$ cat src/common/sosc_pkg.sv
// Constants, timing figures, register map and types of the safety output switch control.
package sosc_pkg;

  localparam int unsigned CLK_HZ = 100_000_000;
  localparam int unsigned CYC_PER_MS = CLK_HZ / 1000;
  localparam int unsigned CYC_PER_US = CLK_HZ / 1_000_000;
  localparam int unsigned CNT_W = 32;

  // Start pulse high time window, least and longest.
  localparam int unsigned START_MIN_MS = 100;
  localparam int unsigned START_MAX_MS = 2000;
  localparam logic [CNT_W-1:0] START_MIN_CYC = CNT_W'(START_MIN_MS * CYC_PER_MS);
  localparam logic [CNT_W-1:0] START_MAX_CYC = CNT_W'(START_MAX_MS * CYC_PER_MS);

  // Device start phase, during which off-state test pulses are emitted.
  localparam int unsigned START_PHASE_MS = 200;
  localparam logic [CNT_W-1:0] START_PHASE_CYC = CNT_W'(START_PHASE_MS * CYC_PER_MS);

  // Test pulse width and repetition period.
  localparam int unsigned TP_WIDTH_US = 1;
  localparam int unsigned TP_PERIOD_MS = 10;
  localparam logic [CNT_W-1:0] TP_WIDTH_CYC = CNT_W'(TP_WIDTH_US * CYC_PER_US);
  localparam logic [CNT_W-1:0] TP_PERIOD_CYC = CNT_W'(TP_PERIOD_MS * CYC_PER_MS);

  // Register map, byte addresses on a 32-bit Avalon-MM slave.
  localparam int unsigned ADDR_W = 4;
  localparam logic [ADDR_W-1:0] REG_CTRL = 4'h0;
  localparam logic [ADDR_W-1:0] REG_STATUS = 4'h4;
  localparam logic [ADDR_W-1:0] REG_IRQ_STATUS = 4'h8;
  localparam logic [ADDR_W-1:0] REG_IRQ_MASK = 4'hc;

  // Control register fields.
  localparam int unsigned CTRL_FORCE_MANUAL = 0;
  localparam logic [31:0] CTRL_RESET = 32'h0000_0000;

  // Status register fields.
  localparam int unsigned ST_STATE_LSB = 0;
  localparam int unsigned ST_AUTO = 2;
  localparam int unsigned ST_IN_RANGE = 3;
  localparam int unsigned ST_CODING = 4;
  localparam int unsigned ST_EN_CH1 = 5;
  localparam int unsigned ST_EN_CH2 = 6;
  localparam int unsigned ST_OUT_ON = 7;

  // Interrupt status and mask fields.
  localparam int unsigned IRQ_W = 4;
  localparam int unsigned IRQ_ON = 0;
  localparam int unsigned IRQ_OFF = 1;
  localparam int unsigned IRQ_START_REJ = 2;
  localparam int unsigned IRQ_EN_DROP = 3;
  localparam logic [IRQ_W-1:0] IRQ_MASK_RESET = 4'h0;

  typedef enum logic [1:0] {
    ST_STARTUP,
    ST_OPEN,
    ST_ARMED,
    ST_ACTIVE
  } sosc_state_type;

endpackage

$ cat src/common/sosc_ctl_if.sv
// Internal carrier between the top and its test pulse and start detector modules.
interface sosc_ctl_if;
  logic test_pulse;
  logic start_cmd;
  logic start_reject;

  modport pulse (output test_pulse);
  modport det (output start_cmd, output start_reject);
  modport top (input test_pulse, input start_cmd, input start_reject);
endinterface

$ cat src/hw/sosc_pulse_gen.sv
// Free running test pulse strobe generator.
module sosc_pulse_gen
  import sosc_pkg::*;
#(
  parameter logic [CNT_W-1:0] PERIOD_CYC = TP_PERIOD_CYC,
  parameter logic [CNT_W-1:0] WIDTH_CYC = TP_WIDTH_CYC
)(
  input wire logic clock, // System clock.
  input wire logic rst_n, // Asynchronous reset, active low.
  sosc_ctl_if.pulse ctl // Test pulse strobe out.
);

  logic [CNT_W-1:0] cnt_r;
  logic pulse_r;

  always_ff @(posedge clock or negedge rst_n)
  begin
    if (!rst_n)
      cnt_r <= '0;
    else if (cnt_r >= PERIOD_CYC - CNT_W'(1))
      cnt_r <= '0;
    else
      cnt_r <= cnt_r + CNT_W'(1);
  end

  always_ff @(posedge clock or negedge rst_n)
  begin
    if (!rst_n)
      pulse_r <= 1'b0;
    else
      pulse_r <= (cnt_r < WIDTH_CYC);
  end

  assign ctl.test_pulse = pulse_r;

endmodule

$ cat src/hw/sosc_start_det.sv
// Monitored start detector: validates the high time of the start input.
module sosc_start_det
  import sosc_pkg::*;
#(
  parameter logic [CNT_W-1:0] MIN_CYC = START_MIN_CYC,
  parameter logic [CNT_W-1:0] MAX_CYC = START_MAX_CYC
)(
  input wire logic clock, // System clock.
  input wire logic rst_n, // Asynchronous reset, active low.
  input wire logic start_in, // Start input level.
  sosc_ctl_if.det ctl // Start command and reject pulses.
);

  logic prev_r;
  logic [CNT_W-1:0] high_cnt_r;
  logic cmd_r;
  logic rej_r;
  logic fall;
  logic in_window;

  assign fall = prev_r & ~start_in;
  assign in_window = (high_cnt_r >= MIN_CYC) && (high_cnt_r <= MAX_CYC);

  always_ff @(posedge clock or negedge rst_n)
  begin
    if (!rst_n)
      prev_r <= 1'b0;
    else
      prev_r <= start_in;
  end

  // The count saturates one above the limit so an overlong press stays invalid.
  always_ff @(posedge clock or negedge rst_n)
  begin
    if (!rst_n)
      high_cnt_r <= '0;
    else if (!start_in)
      high_cnt_r <= '0;
    else if (high_cnt_r <= MAX_CYC)
      high_cnt_r <= high_cnt_r + CNT_W'(1);
  end

  always_ff @(posedge clock or negedge rst_n)
  begin
    if (!rst_n)
    begin
      cmd_r <= 1'b0;
      rej_r <= 1'b0;
    end
    else
    begin
      cmd_r <= fall & in_window;
      rej_r <= fall & ~in_window;
    end
  end

  assign ctl.start_cmd = cmd_r;
  assign ctl.start_reject = rej_r;

endmodule

$ cat src/hw/sosc_top.sv
// Safety output switch control: state machine, outputs, test pulses and register slave.

// Function
// - Power and data exchange with the actuator start on reaching range, before any coding check.
// - After valid coding, outputs turn on only when the startup mode permits it.
// - Leaving the response area switches both safety outputs off.
// - Test pulses appear on the outputs while on, and while off during the start phase.
// - The diagnostic output turns on as soon as the actuator leaves the response area.
// - Outputs on and diagnostic off only with range, valid coding and start or autostart.
// - In range and coded but without start, outputs stay off and diagnostic on.
// - With the guard open, outputs stay off and diagnostic on.
// - Two safety outputs, one per redundant channel.
// - Two enable inputs, one per channel; dropping either one switches both outputs off.
// - The diagnostic output is information only and takes no part in the shutdown path.
// - Autostart is chosen when the first output's pulse pattern is seen at the start input; here only while CTRL_FORCE_MANUAL is clear.
// - A manual start is a falling edge after a high time of 100 ms to 2 s.
module sosc_top
  import sosc_pkg::*;
#(
  parameter logic [CNT_W-1:0] START_MIN_CYCLES = START_MIN_CYC,
  parameter logic [CNT_W-1:0] START_MAX_CYCLES = START_MAX_CYC,
  parameter logic [CNT_W-1:0] START_PHASE_CYCLES = START_PHASE_CYC,
  parameter logic [CNT_W-1:0] TP_PERIOD_CYCLES = TP_PERIOD_CYC,
  parameter logic [CNT_W-1:0] TP_WIDTH_CYCLES = TP_WIDTH_CYC
)(
  input wire logic clock, // System clock, 100 MHz.
  input wire logic rst_n, // Asynchronous reset, active low.
  input wire logic actuator_in_range, // Actuator within the response area.
  input wire logic coding_valid, // Actuator coding recognised as permissible.
  input wire logic start_in, // Start/reset input level.
  input wire logic chain_enable_in_ch1, // Enable input, channel 1.
  input wire logic chain_enable_in_ch2, // Enable input, channel 2.
  output logic actuator_power_en, // Inductive supply to the actuator.
  output logic data_link_en, // Data exchange with the actuator.
  output logic safety_out_ch1, // Safety output, channel 1.
  output logic safety_out_ch2, // Safety output, channel 2.
  output logic guard_diag_out, // Non-safety diagnostic output.
  input wire logic [ADDR_W-1:0] avs_address, // Avalon byte address.
  input wire logic avs_read, // Avalon read request.
  input wire logic avs_write, // Avalon write request.
  input wire logic [31:0] avs_writedata, // Avalon write data.
  input wire logic [3:0] avs_byteenable, // Avalon byte enables.
  output logic [31:0] avs_readdata, // Avalon read data.
  output logic avs_waitrequest, // Avalon wait request.
  output logic irq // Level interrupt, active high.
);

  sosc_ctl_if ctl ();

  sosc_pulse_gen #(
    .PERIOD_CYC(TP_PERIOD_CYCLES),
    .WIDTH_CYC(TP_WIDTH_CYCLES)
  ) u_pulse (
    .clock(clock),
    .rst_n(rst_n),
    .ctl(ctl.pulse)
  );

  sosc_start_det #(
    .MIN_CYC(START_MIN_CYCLES),
    .MAX_CYC(START_MAX_CYCLES)
  ) u_start (
    .clock(clock),
    .rst_n(rst_n),
    .start_in(start_in),
    .ctl(ctl.det)
  );

  sosc_state_type state_r;
  sosc_state_type state_nxt;
  logic [CNT_W-1:0] phase_cnt_r;
  logic link_up_r;
  logic coding_ok;
  logic enables_ok;
  logic auto_mode_r;
  logic pattern_miss_r;
  logic force_manual_r;
  logic switch_on_ok;
  logic out1_r;
  logic out2_r;
  logic diag_r;
  logic ack_r;
  logic [31:0] rdata_r;
  logic [IRQ_W-1:0] irq_status_r;
  logic [IRQ_W-1:0] irq_mask_r;
  logic [IRQ_W-1:0] irq_set;
  logic bus_req;
  logic bus_done;
  logic en_drop;

  // Supply and data exchange follow the actuator range alone.
  assign actuator_power_en = actuator_in_range;
  assign data_link_en = actuator_in_range;

  // Coding is only believed once the link has been up for a cycle.
  always_ff @(posedge clock or negedge rst_n)
  begin
    if (!rst_n)
      link_up_r <= 1'b0;
    else
      link_up_r <= actuator_in_range;
  end

  assign coding_ok = actuator_in_range & link_up_r & coding_valid;
  assign enables_ok = chain_enable_in_ch1 & chain_enable_in_ch2;

  // Start phase timer.
  always_ff @(posedge clock or negedge rst_n)
  begin
    if (!rst_n)
      phase_cnt_r <= '0;
    else if (state_r == ST_STARTUP)
      phase_cnt_r <= phase_cnt_r + CNT_W'(1);
  end

  // During the start phase the start input must mirror output one.
  always_ff @(posedge clock or negedge rst_n)
  begin
    if (!rst_n)
      pattern_miss_r <= 1'b0;
    else if (state_r == ST_STARTUP && start_in != out1_r)
      pattern_miss_r <= 1'b1;
  end

  always_ff @(posedge clock or negedge rst_n)
  begin
    if (!rst_n)
      auto_mode_r <= 1'b0;
    else if (state_r == ST_STARTUP && state_nxt != ST_STARTUP)
      auto_mode_r <= ~pattern_miss_r & ~force_manual_r;
  end

  // In manual mode only a validated falling edge starts; autostart needs none.
  assign switch_on_ok = auto_mode_r | ctl.start_cmd;

  always_comb
  begin
    state_nxt = state_r;
    unique case (state_r)
      ST_STARTUP:
        if (phase_cnt_r >= START_PHASE_CYCLES - CNT_W'(1))
          state_nxt = ST_OPEN;
      ST_OPEN:
        if (coding_ok)
          state_nxt = ST_ARMED;
      ST_ARMED:
        if (!coding_ok)
          state_nxt = ST_OPEN;
        else if (enables_ok && switch_on_ok)
          state_nxt = ST_ACTIVE;
      ST_ACTIVE:
        if (!coding_ok)
          state_nxt = ST_OPEN;
        else if (!enables_ok)
          state_nxt = ST_ARMED;
    endcase
  end

  always_ff @(posedge clock or negedge rst_n)
  begin
    if (!rst_n)
      state_r <= ST_STARTUP;
    else
      state_r <= state_nxt;
  end

  // Both channels are driven from the same decision; on they carry low test pulses,
  // off during the start phase they carry high test pulses for autostart detection.
  always_ff @(posedge clock or negedge rst_n)
  begin
    if (!rst_n)
    begin
      out1_r <= 1'b0;
      out2_r <= 1'b0;
    end
    else
    begin
      out1_r <= (state_nxt == ST_ACTIVE) ? ~ctl.test_pulse :
                ((state_nxt == ST_STARTUP) & ctl.test_pulse);
      out2_r <= (state_nxt == ST_ACTIVE) ? ~ctl.test_pulse :
                ((state_nxt == ST_STARTUP) & ctl.test_pulse);
    end
  end

  // Diagnostic is a plain reflection of state and feeds nothing back.
  always_ff @(posedge clock or negedge rst_n)
  begin
    if (!rst_n)
      diag_r <= 1'b1;
    else
      diag_r <= (state_nxt != ST_ACTIVE);
  end

  assign safety_out_ch1 = out1_r;
  assign safety_out_ch2 = out2_r;
  assign guard_diag_out = diag_r;

  // Avalon slave: one wait cycle, then the answer.
  assign bus_req = avs_read | avs_write;
  assign bus_done = bus_req & ack_r;
  assign avs_waitrequest = bus_req & ~ack_r;

  always_ff @(posedge clock or negedge rst_n)
  begin
    if (!rst_n)
      ack_r <= 1'b0;
    else
      ack_r <= bus_req & ~ack_r;
  end

  always_ff @(posedge clock or negedge rst_n)
  begin
    if (!rst_n)
      force_manual_r <= CTRL_RESET[CTRL_FORCE_MANUAL];
    else if (bus_done && avs_write && avs_address == REG_CTRL && avs_byteenable[0])
      force_manual_r <= avs_writedata[CTRL_FORCE_MANUAL];
  end

  always_ff @(posedge clock or negedge rst_n)
  begin
    if (!rst_n)
      irq_mask_r <= IRQ_MASK_RESET;
    else if (bus_done && avs_write && avs_address == REG_IRQ_MASK && avs_byteenable[0])
      irq_mask_r <= avs_writedata[IRQ_W-1:0];
  end

  assign en_drop = (state_r == ST_ACTIVE) & coding_ok & ~enables_ok;

  always_comb
  begin
    irq_set = '0;
    irq_set[IRQ_ON] = (state_r != ST_ACTIVE) && (state_nxt == ST_ACTIVE);
    irq_set[IRQ_OFF] = (state_r == ST_ACTIVE) && (state_nxt != ST_ACTIVE);
    // The mode is still open during the start phase, so no reject is reported there.
    irq_set[IRQ_START_REJ] = ctl.start_reject & ~auto_mode_r & (state_r != ST_STARTUP);
    irq_set[IRQ_EN_DROP] = en_drop;
  end

  // A read clears the status at the edge that captures its data, so no event is lost
  // between capture and completion; an event in the same cycle survives.
  always_ff @(posedge clock or negedge rst_n)
  begin
    if (!rst_n)
      irq_status_r <= '0;
    else if (avs_read && !ack_r && avs_address == REG_IRQ_STATUS)
      irq_status_r <= irq_set;
    else
      irq_status_r <= irq_status_r | irq_set;
  end

  always_ff @(posedge clock or negedge rst_n)
  begin
    if (!rst_n)
      irq <= 1'b0;
    else
      irq <= |(irq_status_r & irq_mask_r);
  end

  always_ff @(posedge clock or negedge rst_n)
  begin
    if (!rst_n)
      rdata_r <= '0;
    else if (avs_read && !ack_r)
    begin
      rdata_r <= '0;
      unique case (avs_address)
        REG_CTRL:
          rdata_r[CTRL_FORCE_MANUAL] <= force_manual_r;
        REG_STATUS:
        begin
          rdata_r[ST_STATE_LSB +: 2] <= state_r;
          rdata_r[ST_AUTO] <= auto_mode_r;
          rdata_r[ST_IN_RANGE] <= actuator_in_range;
          rdata_r[ST_CODING] <= coding_ok;
          rdata_r[ST_EN_CH1] <= chain_enable_in_ch1;
          rdata_r[ST_EN_CH2] <= chain_enable_in_ch2;
          rdata_r[ST_OUT_ON] <= (state_r == ST_ACTIVE);
        end
        REG_IRQ_STATUS:
          rdata_r[IRQ_W-1:0] <= irq_status_r;
        REG_IRQ_MASK:
          rdata_r[IRQ_W-1:0] <= irq_mask_r;
        default:
          rdata_r <= '0;
      endcase
    end
  end

  assign avs_readdata = rdata_r;

endmodule

$ cat config.mk
export PLATFORM = sky130hd
export DESIGN_NAME = sosc_top
export DESIGN_NICKNAME = d
export VERILOG_FILES = /design/src/common/sosc_pkg.sv /design/src/common/sosc_ctl_if.sv /design/src/hw/sosc_pulse_gen.sv /design/src/hw/sosc_start_det.sv /design/src/hw/sosc_top.sv
export SDC_FILE = /design/constraint.sdc
export NUM_CORES = 1
export LEC_CHECK = 0
export BUFFER_PORTS_ARGS = -buffer_cell sky130_fd_sc_hd__clkbuf_2
export CAP_MARGIN = 40
export CORE_MARGIN = 10
export CORE_UTILIZATION = 35
export DETAILED_ROUTE_END_ITERATION = 16
export RECOVER_POWER = 100
export SLEW_MARGIN = 20
export SYNTH_ARGS = -nofsm -noshare
export SYNTH_HDL_FRONTEND = slang
export SYNTH_SLANG_ARGS = --single-unit
export TNS_END_PERCENT = 1
$ cat constraint.sdc
create_clock -name clock -period 2.8 [get_ports clock]
set_input_delay 0.14 -clock clock [delete_from_list [all_inputs] [get_ports clock]]
set_output_delay 0.14 -clock clock [all_outputs]
set_load 0.02 [all_outputs]
==> results of run 1 <==
## synthesized netlist by cell type (4+ instances only)
| library cell | number |
|---|---|
| or3_1 | 10 |
| ha_1 | 4 |
| a21oi_1 | 18 |
| xnor2_1 | 33 |
| nor4_1 | 24 |
| and3_1 | 11 |
| or4_1 | 11 |
| nand3_1 | 39 |
| clkbuf_1 | 15 |
| o31ai_1 | 11 |
| and4_1 | 4 |
| mux2i_1 | 7 |
| a21o_1 | 4 |
| nor3_1 | 17 |
| buf_2 | 6 |
| nand2_1 | 50 |
| o21a_1 | 4 |
| inv_1 | 13 |
| and2_1 | 6 |
| buf_4 | 27 |
| o21ai_0 | 18 |
| a22oi_1 | 5 |
| mux2_2 | 10 |
| nand2b_1 | 8 |
| dfrtp_1 | 125 |
| xor2_1 | 18 |
| nand4_1 | 16 |
| o31a_1 | 4 |
| nor2_1 | 48 |
## routing by layer
layer	routed length (um)	up-vias	global-route usage [%]
met5	0	-	0
met4	213	0	4.814
met3	579	16	3.189
met2	6312	98	18.45
met1	5936	2263	14.31
li1	-	2225	-
## metrics by stage
stage | hold slack [ps] | utilization (%)
after floorplan | -155.6 | -
after global placement | 217.8 | 37.84
after detailed placement | 228.2 | 37.93
after CTS | 89.90 | 42.01
after global routing | 112.3 | 41.62
final | 104.6 | 41.62
## layout by cell type (no fill, tap or decap), types with 3 or more instances in the layout
master	instances
and3_1	11
o31a_1	4
or3_1	10
nand3_1	39
a21oi_1	18
clkbuf_1	28
a22o_1	3
nand4_1	16
a22oi_1	5
clkbuf_16	17
xnor2_1	33
dfrtp_1	125
bufinv_16	3
o21a_1	4
nor3_1	17
clkinvlp_4	3
o21ai_0	18
xor2_1	18
nor2_1	48
clkbuf_2	15
and2_0	5
nand2_1	50
a21o_1	4
nor3b_1	3
nand2b_1	8
o31ai_1	11
mux2i_1	7
conb_1	36
ha_1	4
dlygate4sd3_1	10
mux2_2	9
and4_1	4
or4_1	11
nor4_1	25
inv_1	13
## critical path, delay by kind of cell, from the launching register on
family                 cells  cell delay [ps]
AND/OR/NAND/NOR            3             1150
multiplexers               1              230
buffers and inverters      2              410
AO/OA/AOI/OAI              1              210
flip-flops                 1              430
## sequential cells by signal, summed over array words and instances, names as in the netlist, 2 cells and up
name	flops
avs_readdata	8
irq_mask_r	4
irq_status_r	4
phase_cnt_r	32
state_r	2
u_pulse.cnt_r	32
u_start.high_cnt_r	32
## report_power, final
part | switching [mW] | internal [mW] | total, mW
clock | 0.792 | 1.45 | 2.24
combinational | 0.126 | 0.0504 | 0.177
sequential | 0.0239 | 1.86 | 1.88
## cells by family (layout without fill, tap and decap cells)
family,after synthesis,count (layout),synth area share [%]
mux,18,18,3.346
other cells,1,36,0.06114
flops,126,126,51.43
buf+inv,63,100,5.630
compound gates,80,80,8.793
xor+xnor,51,51,7.283
fa+ha+maj,4,4,0.8160
simple gates,261,261,22.64
## area by class of cell
cell class	count	share of cell area, %
flip-flops and latches	126	43.97
multi-input cells	450	38.70
clock buffers	23	6.523
repair buffers	53	4.220
well taps	225	3.924
clock inverters	9	1.884
inverters	15	0.7848
## worst paths after layout
check | to | slack [ps] | depth (start not counted) | startpoint
worst min register to register | pattern_miss_r$_DFFE_PN0P_ | 470 | 1 | pattern_miss_r$_DFFE_PN0P_
min in group asynchronous | phase_cnt_r[8]$_DFFE_PN0P_ | 550 | 2 | rst_n
worst max-delay path | u_start.high_cnt_r[8]$_DFFE_PN0P_ | 280 | 7 | u_start.high_cnt_r[6]$_DFFE_PN0P_
worst min-delay path | state_r[1]$_DFF_PN0_ | 100 | 3 | coding_valid
max in group asynchronous | phase_cnt_r[27]$_DFFE_PN0P_ | 790 | 3 | rst_n
worst max register to register | u_start.high_cnt_r[8]$_DFFE_PN0P_ | 280 | 7 | u_start.high_cnt_r[6]$_DFFE_PN0P_
## timing repair
action                                 4_1_cts  5_1_grt
hold buffers                                10        0
endpoints found under the hold margin       54        0
gates resized for setup                      0        0
==> metrics.md, run 1 <==
| Metric | Value |
|---|---|
| Outcome | complete, no violations |
| Pre-CTS WS | 366.3 ps |
| First-pass GRT wire length | 22,760 um |
| RSZ-0062 raised after global routing | no |
| Proportion of layout cells with a drive suffix above 1 | 9.320% |
| DR pass1 iterations | 4 |
| Overflow after GRT | 0 |
| Vias per cell | 5.108 |
| Residual DRC | 0 |
| Async SR Flop Fraction | 100.0% |
| Pin count of the biggest net entering global routing | 57 |
| Top cells by area, synth | dfrtp_1, xnor2_1, buf_4, nand3_1, nand2_1 |
| Fmax | 397.0 MHz |
| Final hold vios | 0 |
| Syn avg cell area | 10.15 um2 |
| Area of the multi-input gates | 2776 um2 |
| CP arrival | 2850 ps |
| Chip Width | 152.4 um |
| GRT Total Usage | 11.53% |
| Setup Viol. Count Final | 0 |
| Synth area leader | dfrtp_1 |
| Port Buffer Count | 32 |
| Detailed Place HPWL | 9059 um |
| CTS Buf Count | 17 |
| EDFF count, synth | 0 |
| Sequential share of the synthesized area | 51.43% |
| CP Cell Sequence | nor4_1 -> and4_1 -> o311ai_4 -> buf_8 -> clkbuf_1 -> nor4_1 -> mux2i_1 |
| Crit-path max FO | 21 |
| Worst-Margin Slew | 1275 ps |
| Post-synth top area share | 51.00% |
| DIE HEIGHT | 152.4 um |
| Setup TNS | 0 ps |
| Minimum clock period | 2519 ps |
| PnR Total Power | 4.297 mW |
| Row Count | 48 |
| Slew Viols, Final | 0 |
| Period Utilization, post-route | 89.96% |
| Initial Utilization | 35.58% |
| Top_reg_cell synth | dfrtp_1 |
| Clk_lat worst skew | 410 ps |
| Root Buffer | clkbuf_16 |
| Syn Inst Count | 604 |
| Total wire length | 13,040 um |
| Slew Limit Headroom | 15.01% |
| CP dominant cell by count | nor4_1 |
| Total number of vias | 4,602 |
| Distinct cells, synth | 57 |
| Worst Hold Class | in2reg |
| Placed cells | 858 |
| Worst vdd ir | 461.4 uV |
| CP peak stage delay | 440 ps |
| Fin cells | 901 |
| H-tree levels | 4 |
| Antenna violations before repair | 0 |
| PnR worst setup slack | 281.0 ps |
| Diodes inserted | 0 |
| Max-Cap Viols | 0 |
| Yosys synthesis warning count | 0 |
| Final Instance Area | 7174 um2 |
| Gp weighted congestion | 0.8351 |
| Drt initial violations | 315 |
| Clock-pin slew on the worst setup and hold paths | 60 ps |
| Vias in the first global route | 4,715 |
| Area grow syn2layout | 16.97% |
| Fill count | 1,665 |
| Pleak | 3.005 nW |
| Clk buf depth | 2 |
| Placed cell area | 6538 um2 |
| Drt wl/cell | 14.48 um |
| Register area | 3154 um2 |
| Ports | 88 |
| Setup bufs post-CTS | 0 |
| Mapped Area | 6133 um2 |
| Critical path class | reg2reg |
| Core area | 17,240 um2 |
| CTS tree | yes |
| Final Skew | 5.254 ps |
| Nets | 716 |
| Element type at the critical path end | flop |
| Power Dens Cells | 599.0 nW/um2 |
| Slowest cell on crit path | nor4_1 |
| Routed Antenna Nets | 0 |
| Worst path required time | 3130 ps |
| Die area | 23,220 um2 |
| Clock Sinks | 126 |
| Seq cells post-synth | 126 |
| Startpoint Class | flop |
No activity file was read; power rests on OpenSTA's default activity.
==> run 2, diff against run 1 <==
--- a/config.mk
+++ b/config.mk
@@ -5,6 +5,7 @@
 export SDC_FILE = /design/constraint.sdc
 export NUM_CORES = 1
 export LEC_CHECK = 0
+export ABC_CLOCK_PERIOD_IN_PS = 2700
 export BUFFER_PORTS_ARGS = -buffer_cell sky130_fd_sc_hd__clkbuf_2
 export CAP_MARGIN = 40
 export CORE_MARGIN = 10
==> constraint.sdc (replaced) <==
create_clock -name clock -period 2.7 [get_ports clock]
set_input_delay 0.135 -clock clock [delete_from_list [all_inputs] [get_ports clock]]
set_output_delay 0.135 -clock clock [all_outputs]
set_load 0.02 [all_outputs]
==> run 2 against run 1 <==
Critical path depth shrank 1; total power rose by 0.35%; combinational power increased by 4%; register-to-register slack lost 60 ps; flip-flop and latch count is the same; via count down 0.17%; sequential power rose by 4%; setup slack worse by 57 ps; clock skew rose by 0.95 ps; count of clock-buffer cells in the layout fell by 5; critical endpoint is now u_start.high_cnt_r[10]$_DFFE_PN0P_; largest cell class unchanged; largest power group unchanged; highest routed layer unchanged.
==> metrics.md, run 2 (synthesis gave the netlist of run 1 again) <==
| Metric | Value |
|---|---|
| First-pass GRT wire length | 22,470 um |
| Proportion of layout cells with a drive suffix above 1 | 10.09% |
| Port Buffer Count | 32 |
| Diodes inserted | 0 |
| Overflow after GRT | 0 |
| Vias in the first global route | 4,680 |
| Drt initial violations | 222 |
| Met2 Wirelength | 6490 um |
| Total wire length | 12,940 um |
| RSZ-0062 raised after global routing | no |
| Clk_lat worst skew | 420 ps |
| Largest registers | phase_cnt_r (32), u_pulse.cnt_r (32), u_start.high_cnt_r (32) |
| Routed Antenna Nets | 0 |
| Slew Viols, Final | 0 |
| Post-CTS resize count | 0 |
| Clock Sinks | 126 |
| Worst-Margin Slew | 1105 ps |
| Worst Hold Class | in2reg |
| H-tree levels | 4 |
| Worst vdd ir | 464.8 uV |
| Minimum clock period | 2476 ps |
| Final Skew | 6.203 ps |
| Nets | 714 |
| CTS tree | yes |
| Fin cells | 899 |
| CTS Hold Bufs | 10 |
| CP peak stage delay | 530 ps |
| Commonest non-fill, non-tap cell in the layout | dfrtp_1 |
| Outcome | complete, no violations |
| Worst R2R Start | u_start.high_cnt_r[12]$_DFFE_PN0P_ |
| Startpoint Class | flop |
| Worst path required time | 3020 ps |
| Ports | 88 |
| Total number of vias | 4,594 |
| Setup bufs post-CTS | 0 |
| Most frequent cells in the layout | dfrtp_1, nand2_1, nor2_1 |
| Chip Width | 152.4 um |
| Initial Utilization | 35.58% |
| Area grow syn2layout | 16.26% |
| Setup Viol. Count Final | 0 |
| CP Cell Sequence | or4_1 -> nor2_1 -> o311ai_4 -> buf_12 -> or4_1 -> a21oi_1 |
| Slowest cell on crit path | or4_1 |
| CTS Buf Count | 17 |
| Pin count of the biggest net entering global routing | 43 |
| CP dominant cell by count | or4_1 |
| Gp weighted congestion | 0.8470 |
| Critical path class | reg2reg |
| Max-Cap Viols | 0 |
| Root Buffer | clkbuf_16 |
| DR top layer | met4 |
| Final hold vios | 0 |
| Clock-pin slew on the worst setup and hold paths | 60 ps |
| Worst path buffer plus inverter count | 1 |
| DR pass1 iterations | 4 |
| Period Utilization, post-route | 91.70% |
| Crit-path max FO | 32 |
| Element type at the critical path end | flop |
| Detailed Place HPWL | 9178 um |
| Worst hold path startpoint | coding_valid |
| Slew Limit Headroom | 26.32% |
| CP startpoint | u_start.high_cnt_r[12]$_DFFE_PN0P_ |
| Drt wl/cell | 14.39 um |
| Wl on met1 | 5745 um |
| Fmax | 403.9 MHz |
| Power Dens Cells | 604.8 nW/um2 |
| Placed cells | 857 |
| Met3 WL | 502 um |
| CP arrival | 2790 ps |
| Die area | 23,220 um2 |
| GRT Total Usage | 11.34% |
| Setup TNS | 0 ps |
| Core area | 17,240 um2 |
| Crit-path leading delay family | simple AND/OR/NAND/NOR gates |
| Clk buf depth | 2 |
| Vias per cell | 5.110 |
| DIE HEIGHT | 152.4 um |
| Row Count | 48 |
| Residual DRC | 0 |
| Antenna violations before repair | 0 |
| Pleak | 3.006 nW |
-- run 2: worst reg2reg max path, stage by stage (launching register included) --
cell and delay (ps):
dfrtp_1 470, or4_1 530, nor2_1 200, o311ai_4 260
buf_12 260, or4_1 510, a21oi_1 150
-- run 2: worst paths after layout --
path | end | slack [ps] | cells after the start
setup / recovery | u_start.high_cnt_r[10]$_DFFE_PN0P_ | 220 | 6
hold / removal | state_r[1]$_DFF_PN0_ | 100 | 3
setup reg to reg | u_start.high_cnt_r[10]$_DFFE_PN0P_ | 220 | 6
hold reg to reg | pattern_miss_r$_DFFE_PN0P_ | 460 | 1
max in group asynchronous | u_start.high_cnt_r[16]$_DFFE_PN0P_ | 730 | 3
min in group asynchronous | phase_cnt_r[29]$_DFFE_PN0P_ | 450 | 2
-- run 2: metal layers --
metal	vias to the layer above	global-route usage (%)
met3	15	2.568
li1	2227	-
met2	85	18.78
met4	0	5.502
met1	2267	13.61
met5	-	0
-- run 2: through the flow --
step | instance area, um2 | hold WS, ps | total power [mW] | setup slack, ps | util, %
floorplan | 6265 | -160.6 | 2.102 | 620.1 | -
global placement | 6535 | 163.5 | 2.157 | 292.1 | 37.91
detailed placement | 6535 | 177.2 | 2.165 | 262.6 | 37.91
CTS | 7206 | 78.84 | 4.391 | 229.4 | 41.80
global route | 7131 | 98.30 | 4.491 | 76.32 | 41.37
finish | 7131 | 96.28 | 4.312 | 224.2 | 41.37
-- run 2: cell type report --
| class | instances | area [um2] |
|---|---|---|
| sequential | 126 | 3154 |
| tap | 225 | 281.5 |
| inverter | 15 | 56.30 |
| clock buffer | 18 | 439.2 |
| timing repair buffer | 51 | 299.0 |
| multi-input combinational | 450 | 2769 |
| clock inverter | 14 | 131.4 |
| fill | 1661 | 10110 |
-- run 2: power breakdown --
part / switching (mW) / total [mW] / internal [mW] / leakage (nW)
combinational: 0.131 / 0.184 / 0.0525 / 1.03
sequential: 0.0252 / 1.95 / 1.92 / 1.69
clock: 0.872 / 2.18 / 1.31 / 0.283
==> run 3, diff against run 2 <==
--- a/config.mk
+++ b/config.mk
@@ -15,5 +15,6 @@
 export SLEW_MARGIN = 20
 export SYNTH_ARGS = -nofsm -noshare
 export SYNTH_HDL_FRONTEND = slang
+export SYNTH_HIERARCHICAL = 1
 export SYNTH_SLANG_ARGS = --single-unit
 export TNS_END_PERCENT = 1
==> run 3 against run 2 <==
First-iteration DRC count shrank 12%; clock skew rose by 1.4 ps; global-route usage down 0.13 points; maximum frequency rose by 4.0%.
==> metrics.md, run 3 <==
| Metric | Value |
|---|---|
| Fmax | 419.9 MHz |
| Gp weighted congestion | 0.8165 |
| Final hold vios | 0 |
| Detailed Place HPWL | 9139 um |
| Fin util | 41.39% |
| RR Endpoint | u_start/high_cnt_r[22]$_DFFE_PN0P_ |
| Area of the multi-input gates | 2855 um2 |
| Mux share of post-synthesis cell area | 2.147% |
| Initial Utilization | 35.92% |
| Post-CTS resize count | 0 |
| CP peak stage delay | 510 ps |
| Worst vdd ir | 334.1 uV |
| Clock Sinks | 126 |
| Switching Fraction | 22.18% |
| Largest family of logic cells by synthesized area | simple AND/OR/NAND/NOR gates |
| Syn Inst Count | 602 |
| Top_reg_cell synth | dfrtp_1 |
| Commonest non-fill, non-tap cell in the layout | dfrtp_1 |
| Mapped Area | 6235 um2 |
| Clk buf depth | 2 |
| Diodes inserted | 0 |
| Slew Viols, Final | 0 |
| Synth Area in XOR/XNOR | 8.288% |
| Die area | 23,550 um2 |
| DIE HEIGHT | 153.5 um |
| Setup TNS | 0 ps |
| EDFF count, synth | 0 |
| Total wire length | 12,960 um |
| Post-Synth Simple-Gate Area | 24.24% |
| Row Count | 48 |
| Adder-cell share of the synthesized area | 0.8027% |
| Worst path buffer plus inverter count | 0 |
| Worst path required time | 3030 ps |
| H-tree levels | 4 |
| Core area | 17,360 um2 |
| Period Utilization, post-route | 88.21% |
| Setup Viol. Count Final | 0 |
| Total number of vias | 4,567 |
| Cell depth of the worst setup path | 6 |
| R2r worst-path depth | 6 |
| Comb power frac | 3.9% |
| Routed Antenna Nets | 0 |
| Register area | 3154 um2 |
| GRT Total Usage | 11.21% |
| CTS tree | yes |
| Max-Cap Viols | 0 |
| Proportion of layout cells with a drive suffix above 1 | 10.47% |
| Residual DRC | 0 |
| Sequential share of power | 44.9% |
| Setup slack, reg-to-reg | 320 ps |
| Antenna violations before repair | 0 |
| Crit-path leading delay family | simple AND/OR/NAND/NOR gates |
| Async SR Flop Fraction | 100.0% |
| Yosys synthesis warning count | 6 |
| Pleak | 3.070 nW |
| Power Dens Cells | 601.7 nW/um2 |
| Critical path class | reg2reg |
| Internal power | 3.364 mW |
| Largest registers | phase_cnt_r (32), u_pulse/cnt_r (32), u_start/high_cnt_r (32) |
| Final Skew | 7.612 ps |
| Vias in the first global route | 4,687 |
| Seq cells post-synth | 126 |
| Synth area leader | dfrtp_1 |
| Startpoint Class | flop |
| Fill count | 1,702 |
| Slowest cell on crit path | or4_1 |
| Clock Power Share | 51.2% |
| Crit-path max FO | 9 |
| Net Sw Power | 0.9587 mW |
| Chip Width | 153.5 um |
| Most frequent cells in the layout | dfrtp_1, nor2_1, nand2_1 |
| Pin count of the biggest net entering global routing | 56 |
| Clk_lat worst skew | 420 ps |
| RSZ-0062 raised after global routing | no |
| Minimum clock period | 2382 ps |
| Worst-Margin Slew | 1314 ps |
| DR pass1 iterations | 5 |
| CTS Buf Count | 17 |
| Clock-pin slew on the worst setup and hold paths | 60 ps |
| First-pass GRT wire length | 22,370 um |
| Drt wl/cell | 14.35 um |
| Post-synth top cells | dfrtp_1, nor2_1, nand2_1 |
| Vias per cell | 5.058 |
| Element type at the critical path end | flop |
| Overflow after GRT | 0 |
| Sequential share of the synthesized area | 50.59% |
| Crit path to | u_start/high_cnt_r[22]$_DFFE_PN0P_ |
| Most instantiated library cell after synthesis | dfrtp_1 |
| Outcome | complete, no violations |
| Ports | 88 |
| Post-synth top area share | 50.17% |
| Syn avg cell area | 10.36 um2 |
| Worst Hold Class | in2reg |
| Area grow syn2layout | 15.23% |
| Distinct cells, synth | 63 |
| Nets | 719 |
| CP Cell Sequence | nor4_1 -> nand2b_1 -> a41oi_2 -> o2111ai_4 -> or4_1 -> a21oi_1 |
| Drt initial violations | 195 |
| Post-synthesis compound-gate area fraction | 8.970% |
| Slew Limit Headroom | 12.39% |
| CP arrival | 2710 ps |
| Top cells by area, synth | dfrtp_1, xor2_1, xnor2_1, nor2_1, buf_4 |
| CP startpoint | u_start/high_cnt_r[13]$_DFFE_PN0P_ |
| Root Buffer | clkbuf_16 |
| PnR Total Power | 4.323 mW |
| Port Buffer Count | 32 |
| Worst R2R Start | u_start/high_cnt_r[13]$_DFFE_PN0P_ |
[run 3: layout make-up]
cell class | count | area share (%)
Sequential cell | 126 | 43.90
Timing Repair Buffer | 51 | 3.953
Inverter | 9 | 0.4702
Clock buffer | 21 | 6.409
Tap cell | 225 | 3.918
Clock inverter | 10 | 1.602
Multi-Input combinational cell | 461 | 39.74
[run 3: cells by family after synthesis]
kind of cell    after synthesis
simple gates                272
flops                       126
compound gates               79
xor+xnor                     59
buf+inv                      49
mux                          11
fa+ha+maj                     4
other cells                   2
[run 3: power groups by stage]
stage | Sequential [mW] | Clock [mW] | Combinational [mW]
after floorplan | 1.97 | 0 | 0.114
after global placement | 1.97 | 0 | 0.160
after detailed placement | 1.97 | 0 | 0.164
after CTS | 1.94 | 2.27 | 0.176
after global routing | 1.94 | 2.36 | 0.191
final | 1.94 | 2.21 | 0.168
[run 3: tightest hold or removal path: cells and delay by family]
kind,cells,cell delay (ps)
compound gates,1,100
buf+inv,1,80
simple gates,1,120
[run 3: worst min-delay path by stage]
stage / start / end / cells after the start
after global placement: rst_n / phase_cnt_r[14]$_DFFE_PN0P_ / 1
after CTS: coding_valid / state_r[1]$_DFF_PN0_ / 3
after detailed placement: rst_n / phase_cnt_r[15]$_DFFE_PN0P_ / 1
after floorplan: rst_n / ack_r$_DFF_PN0_ / 0
final: coding_valid / avs_readdata[4]$_DFFE_PN0P_ / 3
after global routing: coding_valid / avs_readdata[4]$_DFFE_PN0P_ / 3
[run 3: metal layers]
layer | up-vias | global-route usage, % | share of wire (%)
li1 | 2219 | - | -
met4 | 0 | 4.993 | 1.4
met2 | 90 | 18.68 | 49
met5 | - | 0 | 0
met3 | 14 | 3.367 | 4.9
met1 | 2244 | 13.02 | 45
[run 3: repair_timing]
| action | 4_1_cts | 5_1_grt |
|---|---|---|
| setup endpoints to repair | 0 | 0 |
| endpoints found under the hold margin | 62 | 0 |
| buffers inserted | 0 | 0 |
| hold buffers | 10 | 0 |
[run 3: metrics by stage]
| stage | setup WS [ps] | area (um2) | hold slack, ps | std cells |
|---|---|---|---|---|
| 3_3_place_gp | 372.6 | 6619 | 224.9 | 862 |
| 6_report | 318.4 | 7184 | 63.18 | 903 |
| 5_1_grt | 23.87 | 7184 | 47.36 | 903 |
| 2_1_floorplan | 632.1 | 6362 | -160.6 | 636 |
| 3_5_place_dp | 327.7 | 6619 | 236.3 | 862 |
| 4_1_cts | 304.5 | 7295 | 42.97 | 903 |
